## config.mk

```make
export PLATFORM = sky130hd
export DESIGN_NAME = rf_test_and_status_registers
export DESIGN_NICKNAME = d
export VERILOG_FILES = /design/src/inc/radio_test_pkg.sv /design/src/pin_level_sync.sv /design/src/rf_test_and_status_registers.sv
export SDC_FILE = /design/constraint.sdc
export NUM_CORES = 1
export LEC_CHECK = 0
export ABC_AREA = 1
export BUFFER_PORTS_ARGS = -buffer_cell sky130_fd_sc_hd__buf_2
export CORE_MARGIN = 10
export CORE_UTILIZATION = 45
export DETAILED_ROUTE_END_ITERATION = 10
export PLACE_DENSITY = 0.74
export SETUP_SLACK_MARGIN = 0.5
export SLEW_MARGIN = 30
export SYNTH_ARGS = -nofsm -noshare
export SYNTH_HDL_FRONTEND = slang
export SYNTH_SLANG_ARGS = --single-unit
```

## constraint.sdc

```tcl
create_clock -name ref_clk_i -period 1.9 [get_ports ref_clk_i]
set_input_delay 0.095 -clock ref_clk_i [delete_from_list [all_inputs] [get_ports ref_clk_i]]
set_output_delay 0.095 -clock ref_clk_i [all_outputs]
set_load 0.02 [all_outputs]
```

## src/inc/radio_test_pkg.sv

```systemverilog
// Constants and carrier types for the radio test and status register bank
package radio_test_pkg;

  // ********************************************************************
  // Register indices (byte address is four times the index)
  // ********************************************************************
  localparam logic [7:0] IDX_PUMP_MIXER = 8'h24; // test_charge_pump_mixer
  localparam logic [7:0] IDX_ADC_DITHER = 8'h25; // test_adc_dither
  localparam logic [7:0] IDX_VGA_COUPLER = 8'h26; // coupler override
  localparam logic [7:0] IDX_VGA_STAGE = 8'h27; // stage override
  localparam logic [7:0] IDX_TEST_MODULE = 8'h30; // test module control
  localparam logic [7:0] IDX_CARRIER_LEVEL = 8'h31; // carrier threshold
  localparam logic [7:0] IDX_STATUS = 8'h40; // radio_status_flags
  localparam logic [7:0] IDX_RESET_OK = 8'h41; // subblock_reset_complete

  // ********************************************************************
  // Values after reset
  // ********************************************************************
  localparam logic [7:0] RST_PUMP_MIXER = 8'h00; // All tests off
  localparam logic [7:0] RST_ADC_DITHER = 8'h40; // Dither on
  localparam logic [3:0] RST_VGA_COUPLER = 4'h0; // No override
  localparam logic [5:0] RST_VGA_STAGE = 6'h00; // Zero stage values
  localparam logic [3:0] RST_TEST_MODULE = 4'h0; // Interface bits
  localparam logic [6:0] RST_CARRIER_LEVEL = 7'h00; // Threshold
  localparam logic [2:0] TEST_MODE_IDLE = 3'h4; // Mode bit 2 forced

  // ********************************************************************
  // Rotation sequence selections
  // ********************************************************************
  localparam logic [1:0] ROT_MODE_ASCEND = 2'h0; // 00 01 10 11
  localparam logic [1:0] ROT_MODE_GRAY = 2'h1; // 00 10 11 01
  localparam logic [1:0] ROT_MODE_FIXED = 2'h2; // Always 00
  localparam logic [1:0] ROT_MODE_PAIR = 2'h3; // 00 10 00 10

  // ********************************************************************
  // Carrier types
  // ********************************************************************
  typedef struct packed {
    logic pump_normal_off; // Bit 7
    logic pump_force_up; // Bit 6
    logic pump_force_down; // Bit 5
    logic [1:0] mixer_dc_polarity; // Bits 4:3, I then Q
    logic mixer_dc_control_en; // Bit 2
    logic test_module_to_filter; // Bit 1
    logic test_module_to_converter; // Bit 0
  } pump_mixer_t;

  typedef struct packed {
    logic freq_comp_out_en; // Bit 7
    logic sigma_clock_dither_en; // Bit 6
    logic converter_test_out; // Bit 5
    logic integrator_chop_off; // Bit 4
    logic feedback_shaping_off; // Bit 3
    logic common_mode_rotation_off; // Bit 2
    logic [1:0] rotation_mode; // Bits 1:0
  } adc_dither_t;

  typedef struct packed {
    logic vga_override; // Bit 3
    logic coupler_one_gain; // Bit 2
    logic [1:0] coupler_two_gain; // Bits 1:0
  } vga_coupler_t;

  typedef struct packed {
    logic [1:0] gain_stage_one_value; // Bits 5:4
    logic [1:0] gain_stage_two_value; // Bits 3:2
    logic [1:0] gain_stage_three_value; // Bits 1:0
  } vga_stage_t;

  typedef struct packed {
    logic coupler_one_gain; // First coupler
    logic [1:0] coupler_two_gain; // Second coupler
    vga_stage_t stages; // Three gain stages
  } vga_setting_t;

  typedef struct packed {
    logic cal_complete; // Bit 7
    logic powerup_sequence_fault; // Bit 6
    logic pll_lock_raw; // Bit 5
    logic pll_lock_filtered; // Bit 4
    logic carrier_sense; // Bit 3
    logic lock_pin; // Bit 2
    logic data_clock_pin; // Bit 1
    logic data_pin; // Bit 0
  } status_t;

  typedef struct packed {
    logic converter_reset_ok; // Bit 7
    logic gain_ctrl_reset_ok; // Bit 6
    logic shaping_filter_reset_ok; // Bit 5
    logic freq_correction_reset_ok; // Bit 4
    logic bit_timing_reset_ok; // Bit 3
    logic synthesizer_reset_ok; // Bit 2
    logic sequencer_reset_ok; // Bit 1
    logic cal_lock_reset_ok; // Bit 0
  } reset_ok_t;

  typedef struct packed {
    logic lock; // Lock pin level
    logic data_clock; // Data clock pin level
    logic data; // Data pin level
    logic data_oe; // Data pin enable, high drives
  } pin_drive_t;

  typedef struct packed {
    logic psel; // Select
    logic penable; // Access phase
    logic pwrite; // Direction
    logic [11:0] paddr; // Byte address
    logic [31:0] pwdata; // Write data
  } apb_req_t;

  typedef struct packed {
    logic pready; // Ready
    logic [31:0] prdata; // Read data
    logic pslverr; // Error
  } apb_rsp_t;

endpackage : radio_test_pkg

```

## src/pin_level_sync.sv

```systemverilog
// Two-flop synchroniser for pin levels entering the register clock
`timescale 1ns/100ps
module pin_level_sync #(
  parameter int WIDTH = 4 // Number of levels carried
) (
  input wire logic ref_clk_i, // Register clock
  input wire logic reset_n_i, // Async reset, active low
  input wire logic [WIDTH-1:0] async_i, // Levels from pins
  output logic [WIDTH-1:0] sync_o // Levels safe to use
);

  // ********************************************************************
  // State
  // ********************************************************************
  typedef struct packed {
    logic [WIDTH-1:0] meta; // First stage, read only by second
    logic [WIDTH-1:0] stable; // Second stage
  } sync_state_t;

  sync_state_t state_q; // Registered state
  sync_state_t state_d; // Next state

  // Shift one stage per edge
  always_comb begin
    state_d = state_q;
    state_d.meta = async_i;
    state_d.stable = state_q.meta;
  end

  // Constants only under reset
  always_ff @(posedge ref_clk_i or negedge reset_n_i) begin
    if (!reset_n_i) begin
      state_q <= '0;
    end else begin
      state_q <= state_d;
    end
  end

  assign sync_o = state_q.stable;

endmodule : pin_level_sync

```

## src/rf_test_and_status_registers.sv

```systemverilog
// Test override and status register bank with APB slave port
`timescale 1ns/100ps
module rf_test_and_status_registers (
  input wire logic ref_clk_i, // 100 MHz clock
  input wire logic reset_n_i, // Async reset, active low
  input radio_test_pkg::apb_req_t apb_i, // APB request
  output radio_test_pkg::apb_rsp_t apb_o, // APB answer
  // Charge pump and mixer controls
  output logic pump_normal_off_o, // Normal pump stopped
  output logic pump_force_up_o, // Constant up current
  output logic pump_force_down_o, // Constant down current
  output logic mixer_dc_control_en_o, // Mixer under DC control
  output logic [1:0] mixer_dc_polarity_o, // {I pos, Q pos}
  output logic test_module_to_filter_o, // Route to filter
  output logic test_module_to_converter_o, // Route to converter
  output logic test_module_powerdown_o, // Test module off
  output logic [2:0] test_mode_o, // Test module mode
  // Converter and synthesiser controls
  output logic freq_comp_out_en_o, // Comparator output on
  output logic sigma_clock_dither_en_o, // Dither on
  output logic integrator_chop_off_o, // Chopping off
  output logic feedback_shaping_off_o, // Shaping off
  output logic common_mode_rotation_off_o, // Rotation off
  input wire logic rotate_step_i, // Advance rotation, pulse
  output logic [1:0] rotation_position_o, // Rotation position
  // Gain chain
  input radio_test_pkg::vga_setting_t agc_setting_i, // From AGC
  output radio_test_pkg::vga_setting_t vga_setting_o, // Applied
  // Converter test path and pins
  input wire logic [1:0] adc_sample_i, // {lock pin, data pin} bits
  input wire logic adc_clk_i, // Converter sample clock level
  input radio_test_pkg::pin_drive_t normal_pins_i, // Normal use
  output radio_test_pkg::pin_drive_t pins_o, // To pads
  input wire logic lock_pin_i, // Lock pad level
  input wire logic data_clock_pin_i, // Data clock pad level
  input wire logic data_pin_i, // Data pad level
  // Status sources
  input wire logic cal_start_i, // Calibration begins, pulse
  input wire logic cal_done_i, // Calibration ends, pulse
  input wire logic seq_start_i, // Power-up sequence begins
  input wire logic seq_lock_fail_i, // Sequence lock failure
  input wire logic pll_lock_raw_i, // Raw lock, asynchronous
  input wire logic pll_lock_filtered_i, // Filtered lock
  input wire logic [6:0] rssi_i, // Signal strength
  input radio_test_pkg::reset_ok_t reset_ok_i // Sub-block resets
);
  import radio_test_pkg::*;

  // ********************************************************************
  // Helper functions
  // ********************************************************************

  // Register index from a byte address
  function automatic logic [7:0] reg_index(input logic [11:0] addr);
    return addr[9:2];
  endfunction : reg_index

  // Address lands on a word of the map
  function automatic logic addr_mapped(input logic [11:0] addr,
                                       input logic wr);
    logic [7:0] idx;
    logic hit;
    idx = addr[9:2];
    hit = (addr[11:10] == 2'b00) && (addr[1:0] == 2'b00);
    unique case (idx)
      IDX_PUMP_MIXER, IDX_ADC_DITHER, IDX_VGA_COUPLER, IDX_VGA_STAGE,
      IDX_TEST_MODULE, IDX_CARRIER_LEVEL: return hit;
      IDX_STATUS, IDX_RESET_OK: return hit && !wr; // Read-only
      default: return 1'b0;
    endcase
  endfunction : addr_mapped

  // Converter input rotation position from step count
  function automatic logic [1:0] rotation_lookup(input logic [1:0] mode,
                                                 input logic [1:0] idx);
    logic [1:0] pos;
    pos = 2'b00;
    unique case (mode)
      ROT_MODE_ASCEND: pos = idx;
      ROT_MODE_GRAY: begin
        unique case (idx)
          2'd0: pos = 2'b00;
          2'd1: pos = 2'b10;
          2'd2: pos = 2'b11;
          2'd3: pos = 2'b01;
        endcase
      end
      ROT_MODE_FIXED: pos = 2'b00;
      ROT_MODE_PAIR: pos = {idx[0], 1'b0};
    endcase
    return pos;
  endfunction : rotation_lookup

  // ********************************************************************
  // State
  // ********************************************************************
  typedef struct packed {
    pump_mixer_t pm; // Pump and mixer word
    adc_dither_t ad; // Converter and dither word
    vga_coupler_t vc; // Coupler override, reserved bits dropped
    vga_stage_t vs; // Stage override, reserved bits dropped
    logic [3:0] tm_ctrl; // Test module powerdown and mode
    logic [6:0] cs_level; // Carrier threshold
    logic cal_complete; // Calibration flag
    logic seq_fault; // Power-up sequence fault
    logic [1:0] rot_idx; // Rotation step count
    logic [1:0] rot_pos; // Rotation position
    logic tm_pd; // Test module powerdown
    logic [2:0] tm_mode; // Test module mode
    vga_setting_t vga; // Applied gain setting
    pin_drive_t pins; // Pad drive
    logic [31:0] prdata; // Read data
    logic pslverr; // Error answer
  } state_t;

  state_t st_q; // Registered state
  state_t st_d; // Next state
  logic [3:0] pin_sync; // Synchronised {raw lock, lock, clk, data}
  status_t status; // Live status word
  logic wr_access; // Write completing this edge
  logic setup; // Setup phase
  logic [7:0] idx; // Addressed register

  // ********************************************************************
  // Pin level synchroniser
  // ********************************************************************
  // Pads and the raw lock detector are outside this clock
  pin_level_sync #(
    .WIDTH(4)
  ) u_pin_sync (
    .ref_clk_i(ref_clk_i),
    .reset_n_i(reset_n_i),
    .async_i({pll_lock_raw_i, lock_pin_i, data_clock_pin_i, data_pin_i}),
    .sync_o(pin_sync)
  );

  // ********************************************************************
  // Status word and bus decode
  // ********************************************************************
  always_comb begin
    status.cal_complete = st_q.cal_complete;
    status.powerup_sequence_fault = st_q.seq_fault;
    status.pll_lock_raw = pin_sync[3];
    status.pll_lock_filtered = pll_lock_filtered_i;
    status.carrier_sense = (rssi_i > st_q.cs_level);
    status.lock_pin = pin_sync[2];
    status.data_clock_pin = pin_sync[1];
    status.data_pin = pin_sync[0];
  end

  assign idx = reg_index(apb_i.paddr);
  assign setup = apb_i.psel && !apb_i.penable;
  // Zero wait states: every access phase completes
  assign wr_access = apb_i.psel && apb_i.penable && apb_i.pwrite &&
                     addr_mapped(apb_i.paddr, 1'b1);

  // ********************************************************************
  // Next state
  // ********************************************************************
  always_comb begin
    st_d = st_q;
    // Register writes; reserved bits are simply not stored
    if (wr_access) begin
      unique case (idx)
        IDX_PUMP_MIXER: st_d.pm = apb_i.pwdata[7:0];
        IDX_ADC_DITHER: st_d.ad = apb_i.pwdata[7:0];
        IDX_VGA_COUPLER: st_d.vc = apb_i.pwdata[3:0];
        IDX_VGA_STAGE: st_d.vs = apb_i.pwdata[5:0];
        IDX_TEST_MODULE: st_d.tm_ctrl = apb_i.pwdata[3:0];
        IDX_CARRIER_LEVEL: st_d.cs_level = apb_i.pwdata[6:0];
        default: st_d.pm = st_q.pm;
      endcase
    end
    // Read data captured in setup so it comes from a flop
    if (setup) begin
      st_d.pslverr = !addr_mapped(apb_i.paddr, apb_i.pwrite);
      st_d.prdata = 32'h0000_0000;
      if (!apb_i.pwrite && addr_mapped(apb_i.paddr, 1'b0)) begin
        unique case (idx)
          IDX_PUMP_MIXER: st_d.prdata[7:0] = st_q.pm;
          IDX_ADC_DITHER: st_d.prdata[7:0] = st_q.ad;
          IDX_VGA_COUPLER: st_d.prdata[3:0] = st_q.vc;
          IDX_VGA_STAGE: st_d.prdata[5:0] = st_q.vs;
          IDX_TEST_MODULE: st_d.prdata[3:0] = st_q.tm_ctrl;
          IDX_CARRIER_LEVEL: st_d.prdata[6:0] = st_q.cs_level;
          IDX_STATUS: st_d.prdata[7:0] = status;
          IDX_RESET_OK: st_d.prdata[7:0] = reset_ok_i;
          default: st_d.prdata = 32'h0000_0000;
        endcase
      end
    end
    // Calibration flag: done wins over a start in the same cycle
    if (cal_start_i) begin
      st_d.cal_complete = 1'b0;
    end
    if (cal_done_i) begin
      st_d.cal_complete = 1'b1;
    end
    // Fault sticks until the next sequence; a failure wins
    if (seq_start_i) begin
      st_d.seq_fault = 1'b0;
    end
    if (seq_lock_fail_i) begin
      st_d.seq_fault = 1'b1;
    end
    // Rotation parks at step zero while disabled
    if (st_q.ad.common_mode_rotation_off) begin
      st_d.rot_idx = 2'd0;
    end else if (rotate_step_i) begin
      st_d.rot_idx = st_q.rot_idx + 2'd1;
    end
    st_d.rot_pos = rotation_lookup(st_q.ad.rotation_mode, st_d.rot_idx);
    // Test module follows all interface bits while routed; unrouted, it follows only mode bits 1:0
    if (st_q.pm.test_module_to_filter ||
        st_q.pm.test_module_to_converter) begin
      st_d.tm_pd = st_q.tm_ctrl[3];
      st_d.tm_mode = st_q.tm_ctrl[2:0];
    end else begin
      st_d.tm_pd = 1'b1;
      st_d.tm_mode = TEST_MODE_IDLE | {1'b0, st_q.tm_ctrl[1:0]};
    end
    // Gain chain: override values replace the AGC setting
    if (st_q.vc.vga_override) begin
      st_d.vga.coupler_one_gain = st_q.vc.coupler_one_gain;
      st_d.vga.coupler_two_gain = st_q.vc.coupler_two_gain;
      st_d.vga.stages = st_q.vs;
    end else begin
      st_d.vga = agc_setting_i;
    end
    // Converter test output takes over all three pads
    if (st_q.ad.converter_test_out) begin
      st_d.pins.lock = adc_sample_i[1];
      st_d.pins.data = adc_sample_i[0];
      st_d.pins.data_clock = adc_clk_i;
      st_d.pins.data_oe = 1'b1;
    end else begin
      st_d.pins = normal_pins_i;
    end
  end

  // ********************************************************************
  // State register
  // ********************************************************************
  always_ff @(posedge ref_clk_i or negedge reset_n_i) begin
    if (!reset_n_i) begin
      st_q <= '0;
      st_q.pm <= RST_PUMP_MIXER;
      st_q.ad <= RST_ADC_DITHER;
      st_q.vc <= RST_VGA_COUPLER;
      st_q.vs <= RST_VGA_STAGE;
      st_q.tm_ctrl <= RST_TEST_MODULE;
      st_q.cs_level <= RST_CARRIER_LEVEL;
      st_q.tm_pd <= 1'b1;
      st_q.tm_mode <= TEST_MODE_IDLE;
    end else begin
      st_q <= st_d;
    end
  end

  // ********************************************************************
  // Outputs
  // ********************************************************************
  assign apb_o.pready = 1'b1; // Never stalls
  assign apb_o.prdata = st_q.prdata;
  assign apb_o.pslverr = st_q.pslverr;
  assign pump_normal_off_o = st_q.pm.pump_normal_off;
  assign pump_force_up_o = st_q.pm.pump_force_up;
  assign pump_force_down_o = st_q.pm.pump_force_down;
  assign mixer_dc_control_en_o = st_q.pm.mixer_dc_control_en;
  // Polarity is only meaningful while DC control is on
  assign mixer_dc_polarity_o = st_q.pm.mixer_dc_polarity;
  assign test_module_to_filter_o = st_q.pm.test_module_to_filter;
  assign test_module_to_converter_o =
    st_q.pm.test_module_to_converter;
  assign test_module_powerdown_o = st_q.tm_pd;
  assign test_mode_o = st_q.tm_mode;
  assign freq_comp_out_en_o = st_q.ad.freq_comp_out_en;
  assign sigma_clock_dither_en_o = st_q.ad.sigma_clock_dither_en;
  assign integrator_chop_off_o = st_q.ad.integrator_chop_off;
  assign feedback_shaping_off_o = st_q.ad.feedback_shaping_off;
  assign common_mode_rotation_off_o = st_q.ad.common_mode_rotation_off;
  assign rotation_position_o = st_q.rot_pos;
  assign vga_setting_o = st_q.vga;
  assign pins_o = st_q.pins;

  // ********************************************************************
  // Checks
  // ********************************************************************
  pump_write_a: assert property (@(posedge ref_clk_i)
    disable iff (!reset_n_i)
    wr_access && idx == IDX_PUMP_MIXER |=> pump_normal_off_o ==
    $past(apb_i.pwdata[7]) && pump_force_up_o == $past(apb_i.pwdata[6]))
    else $error("pump bits did not follow write");

  mixer_dc_a: assert property (@(posedge ref_clk_i)
    disable iff (!reset_n_i)
    wr_access && idx == IDX_PUMP_MIXER |=> mixer_dc_polarity_o ==
    $past(apb_i.pwdata[4:3]) && mixer_dc_control_en_o ==
    $past(apb_i.pwdata[2]))
    else $error("mixer dc control did not follow write");

  module_idle_a: assert property (@(posedge ref_clk_i)
    disable iff (!reset_n_i)
    !(test_module_to_filter_o || test_module_to_converter_o) |=>
    test_module_powerdown_o && test_mode_o[2])
    else $error("test module not idle while unrouted");

  pad_takeover_a: assert property (@(posedge ref_clk_i)
    disable iff (!reset_n_i)
    st_q.ad.converter_test_out |=> pins_o.lock == $past(adc_sample_i[1])
    && pins_o.data_clock == $past(adc_clk_i) && pins_o.data_oe)
    else $error("pads not carrying converter samples");

  rotate_fixed_a: assert property (@(posedge ref_clk_i)
    disable iff (!reset_n_i)
    st_q.ad.rotation_mode == ROT_MODE_FIXED [*2] |-> rotation_position_o ==
    2'b00)
    else $error("fixed rotation left position zero");

  cal_flag_a: assert property (@(posedge ref_clk_i)
    disable iff (!reset_n_i)
    cal_start_i && !cal_done_i ##1 !cal_done_i [*3] |->
    !st_q.cal_complete)
    else $error("calibration flag set without done");

  seq_fault_a: assert property (@(posedge ref_clk_i)
    disable iff (!reset_n_i)
    seq_lock_fail_i |=> st_q.seq_fault)
    else $error("sequence fault not raised");

  vga_override_a: assert property (@(posedge ref_clk_i)
    disable iff (!reset_n_i)
    st_q.vc.vga_override |=> vga_setting_o.stages == $past(st_q.vs) &&
    vga_setting_o.coupler_two_gain == $past(st_q.vc.coupler_two_gain))
    else $error("override values not applied");

  dither_reset_a: assert property (@(posedge ref_clk_i)
    disable iff (!reset_n_i)
    $rose(reset_n_i) |-> sigma_clock_dither_en_o)
    else $error("dither not on after reset");

endmodule : rf_test_and_status_registers

```

==> flow_metrics.py <==
metrics = {
    "place": {
        "place_ws_ns": 0.288,
        "place_area_um2": 4470,
        "dp_hpwl_um": 8660,
        "numPortBuffers": 106,
        "dp_cells": 696,
        "gp_congestion": 0.888,
    },
    "clock_tree": {
        "clockRootBuffer": "clkbuf_8",
        "path_clk_slew_ns": 0.08,
        "clockBufferDepth": 2,
        "clock_latency_ns": 0.36,
        "cts_tree": "built",
        "cts_sinks": 77,
        "cts-htree-levels": 3,
        "cts_buffers": 9,
    },
    "sta": {
        "whs_ns": 0.0471,
        "drv_slew": 0,
        "skew_ns": 0.00946,
        "grt_setup_unrepaired": "yes",
        "final-hold-violation-count": 0,
        "post-route-min-period_ns": 1.48,
        "setup_ws_ns": 0.423,
        "fin_crit_sh": 0.777,
        "setup_viol": 0,
        "tns_ns": 0,
        "fmax_mhz": 677,
    },
    "synth": {
        "synth.avg_cell_area_um2": 7.99,
        "synth.ff_latch_count": 77,
        "synth_top_cell_by_area": "dfrtp_1",
        "synth_cell_types": 31,
        "synth.top_cell.area_share": 0.448,
        "synth_area_um2": 4130,
        "yosysSeqAreaShare": 0.467,
        "synth_area_leaders": "dfrtp_1 45%, nand2_1 16%, buf_4 9.8%",
        "netlist_instances": 517,
        "ys_warn_count": 0,
    },
    "critical_path": {
        "worstPathCellList": "inv_2, ha_4, nand2_2, inv_2, nand2_2, nor2_2, nor2_2, a21oi_2, nand2_1, nand2_1, nand2_1",
        "cp.required_ns": 2.16,
        "cp_num_buf_inv": 2,
        "worstSetupEndpointType": "register",
        "cp_slowest_cell": "dfrtp_1",
        "cp-start-kind": "register",
        "ff2ff_setup_slack_ns": 0.42,
        "crit_cells": 11,
        "crit_start": "st_q[60]",
        "cpLargestDelayFamily": "simple AND/OR/NAND/NOR gates",
        "r2r-end": "apb_o[4]",
        "r2r_cells": 11,
        "cp.arrival_ns": 1.73,
        "regToRegStartpoint": "st_q[60]",
        "cpPeakStageDelay_ns": 0.40,
        "cp_common_cell": "nand2_1",
        "path_class": "register to register",
        "worstPathMaxFanout": 2,
    },
    "job": {
        "cap_violations": 0,
    },
    "routing": {
        "viasPerCell": 4.82,
        "first_pass_iters": 6,
        "vias": 3607,
        "postRouteAntennaNets": 0,
        "drc": 0,
        "drt-initial-drc-count": 268,
        "routed_wl_um": 11400,
        "routedWlPerCell_um": 15.2,
    },
    "cells_and_area": {
        "drive_above_1_share": 0.298,
        "syn2layout_area_growth_pct": 24.4,
        "fin_nets": 734,
        "fillers": 803,
        "antennaDiodeCount": 0,
        "stdcell_count": 748,
        "design_area_um2": 5140,
    },
    "hold_path": {
        "hp-class": "primary input to register",
        "hold_depth": 4,
        "min-delay-start": "apb_i[45]",
        "hold_end": "apb_o[0]",
    },
    "pwr": {
        "vdd_drop_max_uv": 315,
        "p_leak_nw": 2.77,
        "power_density_nw_per_um2": 684,
    },
    "floorplan": {
        "initial_core_util": 0.467,
        "die_y_um": 116,
        "die_area_um2": 13400,
        "io_pins": 156,
        "die_x_um": 116,
        "core_area_um2": 8850,
        "num_rows": 34,
    },
    "grt": {
        "grt_usage": 0.170,
        "grt_antenna_before_repair": 0,
        "grt_pass1_wl_um": 17900,
        "grt_pass1_vias": 3625,
        "grt-ovfl-total": 0,
        "grt_max_degree": 46,
    },
    "outcome": {
        "status": "completed",
    },
}
[layout make-up]
type / count / area, um^2 / area share
repair buffers: 146 / 913 / 0.178
flip-flops and latches: 77 / 1930 / 0.376
inverters: 47 / 176 / 0.0343
multi-input cells: 354 / 1780 / 0.346
well taps: 108 / 135 / 0.0263
clock inverters: 6 / 70.1 / 0.0136
clock buffers: 10 / 138 / 0.0268
[cell families (layout without fill, tap and decap cells)]
kind of cell    after synthesis  count (layout)  synth area share
flops                        77              77             0.467
buf+inv                     109             209             0.153
simple gates                262             262             0.261
other cells                   2              25           0.00182
fa+ha+maj                     9               9            0.0273
xor+xnor                      1               1           0.00212
compound gates               57              57            0.0875
[layer usage]
| metal | vias up | GRT usage | part of all wire |
|---|---|---|---|
| li1 | 1775 | - | - |
| met4 | 0 | 0.0667 | 0.022 |
| met3 | 23 | 0.0382 | 0.071 |
| met1 | 1668 | 0.199 | 0.41 |
| met5 | - | 0 | 0 |
| met2 | 141 | 0.298 | 0.49 |
[cells in the final DEF, fill, tap and decap left out, types with 2 or more instances in the layout]
cell type,netlist,routed
ha_1,9,4
clkinvlp_4,0,3
nor2_1,36,33
nand2_4,2,2
nand2_2,2,6
ha_4,0,4
o21ai_0,29,29
o21bai_1,4,4
inv_2,1,7
nand3_1,28,27
clkbuf_8,0,10
a21oi_1,5,4
buf_2,3,105
nand4_1,2,2
dlygate4sd3_1,0,27
nor2_2,4,7
dfrtp_1,74,74
o21ai_2,16,16
nor3_1,3,2
buf_4,54,13
conb_1,2,25
dfstp_2,3,3
nand2_1,180,176
inv_1,45,39
[worst register-to-register path: stages (launching register included)]
cell	delay [ns]
dfrtp_1	0.40
inv_2	0.07
ha_4	0.26
nand2_2	0.05
inv_2	0.05
nand2_2	0.07
nor2_2	0.12
nor2_2	0.06
a21oi_2	0.13
nand2_1	0.07
nand2_1	0.06
nand2_1	0.04
[power breakdown]
group | switching [mW] | leakage [nW] | total [mW] | internal, mW
logic | 0.307 | 1.68 | 0.504 | 0.197
registers | 0.0270 | 0.998 | 1.72 | 1.69
clock network | 0.641 | 0.0951 | 1.29 | 0.648
total | 0.975 | 2.77 | 3.51 | 2.54
[Yosys cell counts]
cell      number
a211oi_1       1
a21oi_1        5
buf_2          3
buf_4         54
buf_6          2
clkbuf_1       3
clkinv_1       1
conb_1         2
dfrtp_1       74
dfstp_2        3
ha_1           9
inv_1         45
inv_2          1
nand2_1      180
nand2_2        2
nand2_4        2
nand3_1       28
nand3_2        1
nand3b_1       1
nand4_1        2
nor2_1        36
nor2_2         4
nor3_1         3
nor3_2         1
o21ai_0       29
o21ai_1        1
o21ai_2       16
o21bai_1       4
o311ai_0       1
or2_2          2
xor2_1         1
[registers in the layout, summed over array words and instances (netlist names), 2 cells and up]
register             count
mixer_dc_polarity_o      2
apb_o                    9
u_pin_sync.state_d       4
pins_o                   4
test_mode_o              3
rotation_position_o      2
vga_setting_o            9
st_q                    28
u_pin_sync.sync_o        4
[worst max path at each step]
stage                                         to
after floorplan           rotation_position_o[0]
after global placement                  st_q[68]
after detailed placement                st_q[71]
after CTS                               apb_o[4]
after global routing                    apb_o[4]
final                                   apb_o[4]
[per-stage QoR]
stage | util | total power [mW]
global route | 0.581 | 3.67
detailed placement | 0.506 | 2.15
floorplan | - | 2.04
CTS | 0.569 | 3.51
finish | 0.581 | 3.51
global placement | 0.506 | 2.13
[timing repair]
action	CTS	global route
endpoints found under the setup margin	3	14
hold buffers	27	0
hold endpoints to repair	52	0
pin swaps	6	7
gates resized for setup	11	17
buffers inserted	5	4
(Power assumes the default switching activity.)
